==> src/verilog/rlpv_cfg.svh <==
// rlpv_cfg.svh: offsets, field positions, reset values and timing counts
// assumes: included by bare name from the verifier and lane reference design files
`ifndef RLPV_CFG_SVH
`define RLPV_CFG_SVH

// lane count and history depth
`define RLPV_LANES        4
`define RLPV_HIST_W       31

// register offsets
`define RLPV_OFF_LOAD     8'h0e
`define RLPV_OFF_STAT     8'h0f
`define RLPV_OFF_CFG      8'h10
`define RLPV_OFF_WLO      8'h11
`define RLPV_OFF_WMID     8'h12
`define RLPV_OFF_WHI      8'h13

// field positions
`define RLPV_SYNC_LSB     4
`define RLPV_LOAD_LSB     0
`define RLPV_FAIL_LSB     4
`define RLPV_TIP_LSB      0
`define RLPV_CP20_BIT     7
`define RLPV_LEN_LSB      3
`define RLPV_SEL_LSB      0

// reset values
`define RLPV_RST_BYTE     8'h00
`define RLPV_RST_WORD     20'h0_0000
`define RLPV_RST_LEN      3'h0
`define RLPV_RST_SEL      3'h0

// timing, one unit interval per clock
`define RLPV_PULSE_UI     8
`define RLPV_LOCK_STEP    8
`define RLPV_LOCK_BASE    32

`endif

==> src/verilog/rlpv_pkg.sv <==
// rlpv_pkg: types shared by the pattern verifier files
// assumes: rlpv_cfg.svh supplies the numeric constants
package rlpv_pkg;

    // verifier reference selection, 1xx means timing only
    typedef enum logic [2:0] {
        rlpv_src_off  = 3'b000,
        rlpv_src_prbs = 3'b001,
        rlpv_src_clk  = 3'b010,
        rlpv_src_cust = 3'b011
    } rlpv_src_type;

    // per-lane checker state
    typedef enum logic [1:0] {
        rlpv_st_idle   = 2'b00,
        rlpv_st_search = 2'b01,
        rlpv_st_lock   = 2'b10
    } rlpv_state_type;

    // settings applied to one lane
    typedef struct packed {
        logic [3:0]  timeout;
        logic [2:0]  source;
        logic [2:0]  prbs_len;
        logic        cust20;
        logic [19:0] word;
    } rlpv_cfg_type;

endpackage

==> src/verilog/rlpv_verifier.sv <==
// rlpv_verifier: four-lane receive pattern verifier with its registers
// assumes: rx_lane_bit carries one recovered bit per lane per clock,
// asynchronous to clk; register port driven by logic on clk
//
// Function
// - timing pulse lasts 8 UI per pattern cycle; clock source (2 UI cycle) holds it high
// - load high applies live settings to lane
// - load falling edge freezes lane settings
// - mismatch flags read in bits 7:4
// - search flags read in bits 3:0
// - custom length bit picks 16 or 20
// - prbs length field picks the polynomial
// - source field picks off, prbs, clock, custom
// - source 1xx gives timing-only sync pulses
// - custom word low byte at 11h
// - custom word bits 15:8 at 12h, 19:16 at 13h
`timescale 1ns/1ps
`default_nettype none
`include "rlpv_cfg.svh"

module rlpv_verifier
    import rlpv_pkg::*;
#(
    parameter int LANES = `RLPV_LANES
)
(
    // clock and reset
    input  wire logic              clk,
    input  wire logic              rst_b,
    // register port
    input  wire logic [7:0]        reg_addr,
    input  wire logic              reg_wr_en,
    input  wire logic [7:0]        reg_wr_data,
    output logic [7:0]             reg_rd_data,
    // recovered serial data, one bit per lane
    input  wire logic [LANES-1:0]  rx_lane_bit,
    // timeout setting from the device's own control logic
    input  wire logic [3:0]        verifier_timeout_setting,
    // per-lane status
    output wire logic [LANES-1:0]  lane_timing_pulse,
    output wire logic [LANES-1:0]  lane_mismatch_flag,
    output wire logic [LANES-1:0]  lane_search_active
);

    // the status fields are four bits wide, so more lanes cannot be read
    if (LANES < 1 || LANES > `RLPV_LANES)
        $error("rlpv_verifier: LANES must lie between 1 and 4");

    // shared settings registers
    logic [LANES-1:0] lane_settings_load;       // per-lane load bits
    logic             custom_length_select;     // 0 = 16, 1 = 20 bits
    logic [2:0]       prbs_length_select;       // polynomial code
    logic [2:0]       pattern_source_select;    // reference code
    logic [19:0]      custom_reference_word;    // custom word
    logic [LANES-1:0] next_load;
    logic             next_cp20;
    logic [2:0]       next_len;
    logic [2:0]       next_sel;
    logic [19:0]      next_word;
    logic [7:0]       next_rd_data;
    rlpv_cfg_type     live_cfg;                 // settings as written

    // two-flop synchroniser for the recovered bits
    logic [LANES-1:0] rx_meta;
    logic [LANES-1:0] rx_sync;

    // status fields widened to four bits for read back
    logic [3:0] pulse_rd;
    logic [3:0] fail_rd;
    logic [3:0] tip_rd;

    assign live_cfg = '{timeout:  verifier_timeout_setting,
                        source:   pattern_source_select,
                        prbs_len: prbs_length_select,
                        cust20:   custom_length_select,
                        word:     custom_reference_word};

    // rx pins are asynchronous; only rx_sync is read downstream
    always_ff @(posedge clk or negedge rst_b)
    begin
        if (!rst_b)
        begin
            rx_meta <= '0;
            rx_sync <= '0;
        end
        else
        begin
            rx_meta <= rx_lane_bit;
            rx_sync <= rx_meta;
        end
    end

    // register writes and read-back selection
    always_comb
    begin
        next_load = lane_settings_load;
        next_cp20 = custom_length_select;
        next_len  = prbs_length_select;
        next_sel  = pattern_source_select;
        next_word = custom_reference_word;
        pulse_rd  = 4'(lane_timing_pulse);
        fail_rd   = 4'(lane_mismatch_flag);
        tip_rd    = 4'(lane_search_active);
        if (reg_wr_en)
        begin
            // upper nibbles of 0e and 13h are read-only
            if (reg_addr == `RLPV_OFF_LOAD)
                next_load = reg_wr_data[`RLPV_LOAD_LSB +: LANES];
            else if (reg_addr == `RLPV_OFF_CFG)
            begin
                next_cp20 = reg_wr_data[`RLPV_CP20_BIT];
                next_len  = reg_wr_data[`RLPV_LEN_LSB +: 3];
                next_sel  = reg_wr_data[`RLPV_SEL_LSB +: 3];
            end
            else if (reg_addr == `RLPV_OFF_WLO)
                next_word[7:0] = reg_wr_data;
            else if (reg_addr == `RLPV_OFF_WMID)
                next_word[15:8] = reg_wr_data;
            else if (reg_addr == `RLPV_OFF_WHI)
                next_word[19:16] = reg_wr_data[3:0];
        end
        // read data reflects the address one clock earlier
        if (reg_addr == `RLPV_OFF_LOAD)
            next_rd_data = {pulse_rd, 4'(lane_settings_load)};
        else if (reg_addr == `RLPV_OFF_STAT)
            next_rd_data = {fail_rd, tip_rd};
        else if (reg_addr == `RLPV_OFF_CFG)
            next_rd_data = {custom_length_select, 1'b0,
                            prbs_length_select, pattern_source_select};
        else if (reg_addr == `RLPV_OFF_WLO)
            next_rd_data = custom_reference_word[7:0];
        else if (reg_addr == `RLPV_OFF_WMID)
            next_rd_data = custom_reference_word[15:8];
        else if (reg_addr == `RLPV_OFF_WHI)
            next_rd_data = {4'h0, custom_reference_word[19:16]};
        else
            next_rd_data = `RLPV_RST_BYTE;      // unmapped reads zero
    end

    // settings and read data registers
    always_ff @(posedge clk or negedge rst_b)
    begin
        if (!rst_b)
        begin
            lane_settings_load    <= '0;
            custom_length_select  <= 1'b0;
            prbs_length_select    <= `RLPV_RST_LEN;
            pattern_source_select <= `RLPV_RST_SEL;
            custom_reference_word <= `RLPV_RST_WORD;
            reg_rd_data           <= `RLPV_RST_BYTE;
        end
        else
        begin
            lane_settings_load    <= next_load;
            custom_length_select  <= next_cp20;
            prbs_length_select    <= next_len;
            pattern_source_select <= next_sel;
            custom_reference_word <= next_word;
            reg_rd_data           <= next_rd_data;
        end
    end

    // one checker per lane
    for (genvar g = 0; g < LANES; g++)
    begin : lane
        rlpv_cfg_type           held_cfg;   // settings frozen at load fall
        rlpv_cfg_type           cfg;        // settings in force
        rlpv_state_type         state;
        logic [`RLPV_HIST_W-1:0] hist;      // received history, newest at 0
        logic [7:0]             run;        // consecutive good predictions
        logic [4:0]             idx;        // custom word bit expected
        logic [31:0]            cyc;        // position in pattern cycle
        logic                   pulse;
        logic                   fail;
        logic                   tip;
        rlpv_cfg_type           next_held;
        rlpv_state_type         next_state;
        logic [`RLPV_HIST_W-1:0] next_hist;
        logic [7:0]             next_run;
        logic [4:0]             next_idx;
        logic [31:0]            next_cyc;
        logic                   next_pulse;
        logic                   next_fail;
        logic                   next_tip;
        logic                   pred;
        logic [31:0]            period;
        logic                   custom_hit;
        logic [7:0]             lock_run;
        logic                   rx;
        logic                   checking;
        logic                   bit_err;

        assign rx = rx_sync[g];
        // while load is high the live settings pass straight through
        assign cfg = lane_settings_load[g] ? live_cfg : held_cfg;

        rlpv_lane_ref u_ref (
            .cfg        (cfg),
            .hist       (hist),
            .rx_bit     (rx),
            .idx        (idx),
            .pred       (pred),
            .period     (period),
            .custom_hit (custom_hit),
            .lock_run   (lock_run)
        );

        // search, lock and cycle tracking for this lane
        always_comb
        begin
            checking  = (cfg.source != rlpv_src_off) && !cfg.source[2];
            bit_err   = rx != pred;
            // held copy tracks live while loading, so the fall keeps it
            next_held = lane_settings_load[g] ? live_cfg : held_cfg;
            next_hist = {hist[`RLPV_HIST_W-2:0], rx};
            next_state = state;
            next_run   = run;
            next_idx   = idx;
            next_fail  = fail;
            // pattern cycle counter wraps at the period
            if (period == 32'h0000_0000 || cyc >= period - 32'h0000_0001)
                next_cyc = 32'h0000_0000;
            else
                next_cyc = cyc + 32'h0000_0001;
            if (lane_settings_load[g])
            begin
                // reloading restarts the search and clears the flag
                next_state = checking ? rlpv_st_search : rlpv_st_idle;
                next_run   = 8'h00;
                next_idx   = 5'h00;
                next_fail  = 1'b0;
                next_cyc   = 32'h0000_0000;
            end
            else
            begin
                case (state)
                    rlpv_st_search:
                    begin
                        if (cfg.source == rlpv_src_cust)
                        begin
                            // word seen whole: next bit is its msb
                            if (custom_hit)
                            begin
                                next_state = rlpv_st_lock;
                                next_idx = cfg.cust20 ? 5'd19 : 5'd15;
                            end
                        end
                        else if (bit_err)
                            next_run = 8'h00;
                        else if (run + 8'h01 >= lock_run)
                            next_state = rlpv_st_lock;
                        else
                            next_run = run + 8'h01;
                    end
                    rlpv_st_lock:
                    begin
                        if (bit_err)
                            next_fail = 1'b1;
                        if (idx == 5'd0)
                            next_idx = cfg.cust20 ? 5'd19 : 5'd15;
                        else
                            next_idx = idx - 5'd1;
                    end
                    default:
                        next_state = rlpv_st_idle;
                endcase
            end
            // disabled lanes never report a mismatch or a timing pulse
            if (cfg.source == rlpv_src_off)
            begin
                next_fail = 1'b0;
                next_pulse = 1'b0;
            end
            else
                next_pulse = next_cyc < 32'(`RLPV_PULSE_UI);
            next_tip = next_state == rlpv_st_search;
        end

        // lane state registers
        always_ff @(posedge clk or negedge rst_b)
        begin
            if (!rst_b)
            begin
                held_cfg <= '0;
                state    <= rlpv_st_idle;
                hist     <= '0;
                run      <= 8'h00;
                idx      <= 5'h00;
                cyc      <= 32'h0000_0000;
                pulse    <= 1'b0;
                fail     <= 1'b0;
                tip      <= 1'b0;
            end
            else
            begin
                held_cfg <= next_held;
                state    <= next_state;
                hist     <= next_hist;
                run      <= next_run;
                idx      <= next_idx;
                cyc      <= next_cyc;
                pulse    <= next_pulse;
                fail     <= next_fail;
                tip      <= next_tip;
            end
        end

        assign lane_timing_pulse[g]  = pulse;
        assign lane_mismatch_flag[g] = fail;
        assign lane_search_active[g] = tip;
    end

endmodule // rlpv_verifier
`default_nettype wire

==> src/verilog/rlpv_lane_ref.sv <==
// rlpv_lane_ref: reference bit, pattern period and lock figures for a lane
// assumes: purely combinational, fed from registered lane state
`timescale 1ns/1ps
`default_nettype none
`include "rlpv_cfg.svh"

module rlpv_lane_ref
    import rlpv_pkg::*;
(
    // lane settings and history
    input  wire rlpv_cfg_type             cfg,
    input  wire logic [`RLPV_HIST_W-1:0]  hist,
    input  wire logic                     rx_bit,
    input  wire logic [4:0]               idx,
    // derived values
    output logic                          pred,
    output logic [31:0]                   period,
    output logic                          custom_hit,
    output logic [7:0]                    lock_run
);

    logic [4:0]  tap_n;    // polynomial degree
    logic [4:0]  tap_m;    // inner tap
    logic [19:0] win;      // newest twenty received bits
    logic [19:0] mask;     // custom word length mask

    // polynomial choice and prediction per source
    always_comb
    begin
        case (cfg.prbs_len)
            3'b000:  {tap_n, tap_m} = {5'd7, 5'd6};
            3'b001:  {tap_n, tap_m} = {5'd11, 5'd9};
            3'b010:  {tap_n, tap_m} = {5'd23, 5'd18};
            3'b011:  {tap_n, tap_m} = {5'd31, 5'd28};
            3'b100,
            3'b101:  {tap_n, tap_m} = {5'd15, 5'd14};
            default: {tap_n, tap_m} = {5'd20, 5'd17};
        endcase
        win  = {hist[18:0], rx_bit};
        // upper nibble joins only in 20-bit mode
        mask = cfg.cust20 ? 20'hf_ffff : 20'h0_ffff;
        custom_hit = ((win ^ cfg.word) & mask) == 20'h0_0000;
        lock_run = 8'(`RLPV_LOCK_BASE
                   + (int'(cfg.timeout) + 1) * `RLPV_LOCK_STEP);
        pred   = 1'b0;
        period = 32'h0000_0000;
        case (cfg.source)
            rlpv_src_prbs:
            begin
                // self-synchronising: predict from received history
                pred   = hist[tap_n - 5'd1] ^ hist[tap_m - 5'd1];
                period = (32'h0000_0001 << tap_n) - 32'h0000_0001;
            end
            rlpv_src_clk:
            begin
                pred   = ~hist[0];
                period = 32'h0000_0002;
            end
            rlpv_src_cust:
            begin
                pred   = cfg.word[idx];
                period = cfg.cust20 ? 32'h0000_0014 : 32'h0000_0010;
            end
            default:
            begin
                // timing-only spacing follows the prbs length
                if (cfg.source[2])
                    period = (32'h0000_0001 << tap_n) - 32'h0000_0001;
            end
        endcase
    end

endmodule // rlpv_lane_ref
`default_nettype wire

==> config.mk <==
export PLATFORM = sky130hd
export DESIGN_NAME = rlpv_verifier
export DESIGN_NICKNAME = d
export VERILOG_FILES = /design/src/verilog/rlpv_pkg.sv /design/src/verilog/rlpv_verifier.sv /design/src/verilog/rlpv_lane_ref.sv
export VERILOG_INCLUDE_DIRS = /design/src /design/src/verilog
export SDC_FILE = /design/constraint.sdc
export NUM_CORES = 1
export LEC_CHECK = 0
export BUFFER_PORTS_ARGS = -buffer_cell sky130_fd_sc_hd__buf_2
export CORE_MARGIN = 2
export CORE_UTILIZATION = 55
export CTS_CLUSTER_DIAMETER = 60
export DETAILED_ROUTE_END_ITERATION = 16
export PLACE_DENSITY = 0.86
export SYNTH_ARGS = -nofsm -noshare
export SYNTH_HDL_FRONTEND = slang
export SYNTH_SLANG_ARGS = --single-unit
==> constraint.sdc <==
create_clock -name clk -period 4.7 [get_ports clk]
set_input_delay 0 -clock clk [delete_from_list [all_inputs] [get_ports clk]]
set_output_delay 0 -clock clk [all_outputs]
set_load 0.05 [all_outputs]
==> results.ini <==
[logic_synthesis]
yosysWarningCount = 0
yosys-top-cells-count = dfrtp_1, nor2_1, ha_1
synth_edf_count = 0
synth-seq-area-share_pct = 42.3
netlist.area_leader.share_pct = 42.3
yosysTopAreaCell = dfrtp_1
ys.flop_type = dfrtp_1
syn_inst = 2911
synth.cell_area_um2 = 29300
ys_async_sr_fraction_pct = 100
yosys-top-cells-area = dfrtp_1, ha_1, nor2_1, xnor2_1, mux2_2
synth_most_common_cell = dfrtp_1
synth.avg_cell_area_um2 = 10.1
synth_cell_types = 98
synth-seq-cells = 495

[cts]
cts_tree = done
cts_setup_buffers = 0
cts_sinks = 495
htreeDepth = 2
clkLatencyLatePin_ns = 0.62
path_clk_slew_ns = 0.06
clockBufferDepth = 3
cts_inserted_buffers = 53
cts_root_buf = clkbuf_16

[route]
drtIter0Drc = 2220
route.detailed.wl_per_inst_um = 19.5
vias = 22800
drc_errors = 0
first_pass_iters = 5
wl_um = 73000
ant_nets = 0
vias_per_cell = 6.10

[run]
drv_cap = 0

[sta]
fmax_mhz = 219
slew_violations = 0
tightest_slew_ns = 1.14
period_share_pct = 97.3
period_needed_ns = 4.57
setup_viol = 0
grt_setup_unrepaired = no
fin_worst_skew_ns = 0.0221
slew_headroom_pct = 23.7
finalHoldViolCount = 0

[die]
fp.coreArea_um2 = 52600
die_h_um = 235
io_pins = 47
die-area_um2 = 55100
start_util_pct = 55.7
fp.dieW_um = 235
rows = 84

[placed_design]
dp.cells = 3621
hpwl_um = 50800
portBuffers = 46
gp_congestion = 0.909

[finish]
nets = 3234
drive_gt1_share_pct = 13.9
final_util_pct = 62.2
syn_to_final_growth_pct = 11.7
final_cells = 3739

[global_routing]
grt_pass1_vias = 22800
grt_max_degree = 130
grt.total_usage_pct = 26.3
grt_pass1_wl_um = 119000
antenna_found_initial = 11
grt_overflow = 0

[pwr]
p_per_area_nw_per_um2 = 363
ir_worst_vdd_uv = 293
p_leak_nw = 15.8
power_w = 0.0119

[worst_setup_path]
arrival_ns = 5.06
startpoint = lane_settings_load[2]$_DFFE_PN0P_
cp_data_required_time_ns = 5.19
path_class = reg2reg
end_kind = register
worst-path-max-fanout = 43
regToRegStartpoint = lane_settings_load[2]$_DFFE_PN0P_
start_kind = register

[worst_hold_path]
hp-start = rx_lane_bit[3]
hold_class = in2reg

[run_status]
outcome = complete, no violations

-- kinds of logic after synthesis --
family | after synthesis | synth area share, %
xor+xnor | 256 | 7.82
buf+inv | 254 | 3.58
compound gates | 469 | 11.1
flops | 495 | 42.3
fa+ha+maj | 200 | 8.54
other cells | 1 | 0.0128
simple gates | 986 | 15.9
mux | 250 | 10.8
-- per-stage QoR --
step                worst slack (ns)  area, µm²  hold slack (ns)  TNS [ns]
finish                         0.127      32700           0.0330         0
detailed placement           -0.0161      30600            0.113   -0.0161
global placement               0.178      30600            0.114         0
global route                  0.0123      32700           0.0381         0
CTS                           0.0742      32700           0.0109         0
floorplan                    0.00570      29400           -0.296         0
-- routing by layer --
metal / track usage [%] / vias to the layer above / routed length, µm
met3: 5.97 / 201 / 6010
met4: 9.90 / 16 / 2490
met5: 0 / - / 102
met1: 35.8 / 11200 / 31000
met2: 41.2 / 858 / 33400
li1: - / 10600 / -
-- cells in the final DEF (no fill, tap or decap), types with 13 or more instances in the layout --
| cell | synthesis | layout |
|---|---|---|
| buf_2 | 17 | 45 |
| nand3_1 | 103 | 103 |
| and2_1 | 14 | 14 |
| clkbuf_16 | 0 | 55 |
| nor2_1 | 374 | 372 |
| a211oi_1 | 13 | 13 |
| nand4_1 | 65 | 65 |
| a31oi_1 | 15 | 15 |
| buf_4 | 17 | 74 |
| ha_1 | 200 | 200 |
| o22ai_1 | 17 | 17 |
| mux4_2 | 41 | 41 |
| mux2_2 | 98 | 98 |
| nand2b_1 | 39 | 39 |
| a32o_1 | 14 | 14 |
| inv_1 | 136 | 135 |
| nand2_1 | 184 | 184 |
| o21ai_0 | 63 | 63 |
| o21a_1 | 13 | 13 |
| a21o_1 | 56 | 56 |
| dfrtp_1 | 495 | 489 |
| mux2i_1 | 105 | 101 |
| nor4_1 | 18 | 18 |
| xor2_1 | 124 | 124 |
| xnor2_1 | 127 | 126 |
| and3_1 | 50 | 49 |
| a21oi_1 | 121 | 121 |
| dlygate4sd3_1 | 0 | 18 |
| nor2b_1 | 28 | 28 |
| nor3_1 | 55 | 54 |
-- critical path, cell delays in order, from the launching register on --
cell      delay (ns)
dfrtp_2         0.47
buf_12          0.29
mux2i_1         0.34
buf_12          0.18
inv_2           0.04
nor2_2          0.16
a21oi_4         0.08
ha_1            0.25
xnor2_2         0.32
mux2i_1         0.30
o221ai_1        0.19
o21ai_1         0.15
o311ai_2        0.13
xor2_1          0.19
mux2i_2         0.32
a311oi_2        0.17
xnor2_2         0.38
o21ai_2         0.17
a32o_1          0.28
-- final timing paths --
kind | end | slack, ns | depth (start not counted)
worst max-delay path | lane[2].run[3]$_DFFE_PN0P_ | 0.13 | 18
worst min-delay path | rx_meta[3]$_DFF_PN0_ | 0.03 | 2
worst max register to register | lane[2].run[3]$_DFFE_PN0P_ | 0.13 | 18
worst min register to register | rx_sync[0]$_DFF_PN0_ | 0.35 | 0
max in group asynchronous | lane_settings_load[2]$_DFFE_PN0P_ | 3.41 | 3
min in group asynchronous | lane[1].cyc[17]$_DFF_PN0_ | 0.08 | 2
-- power breakdown --
part / switching (W) / leakage, nW / total [W] / internal (W)
registers: 0.000320 / 6.52 / 0.00486 / 0.00454
logic: 0.00148 / 8.35 / 0.00254 / 0.00107
clock network: 0.00179 / 0.894 / 0.00447 / 0.00268
-- registers in the layout, indices dropped and copies added, names as in the netlist --
signal / flops
lane.tip: 4
rx_meta: 4
reg_rd_data: 8
custom_reference_word: 20
rx_sync: 4
custom_length_select: 1
lane.idx: 20
lane.pulse: 4
lane.fail: 4
lane.cyc: 128
lane.held_cfg: 124
lane.run: 32
lane.state: 8
lane_settings_load: 4
lane.hist: 124
prbs_length_select: 3
pattern_source_select: 3
-- what timing repair did --
action                                  CTS  global route
endpoints found under the hold margin   164             0
resized for setup                         1             9
pin swaps                                 0             1
gates cloned                              0             1
endpoints found under the setup margin    7           120
hold buffers                             18             0
-- final cells by class --
| class | count | area [µm²] |
|---|---|---|
| Antenna cell | 2 | 5.00 |
| Clock buffer | 73 | 1500 |
| Clock inverter | 24 | 355 |
| Fill cell | 4013 | 19800 |
| Inverter | 145 | 548 |
| Multi-Input combinational cell | 2170 | 16000 |
| Sequential cell | 495 | 12400 |
| Tap cell | 688 | 861 |
| Timing Repair Buffer | 142 | 1060 |
Note: power is estimated with default switching activity, not from simulation.
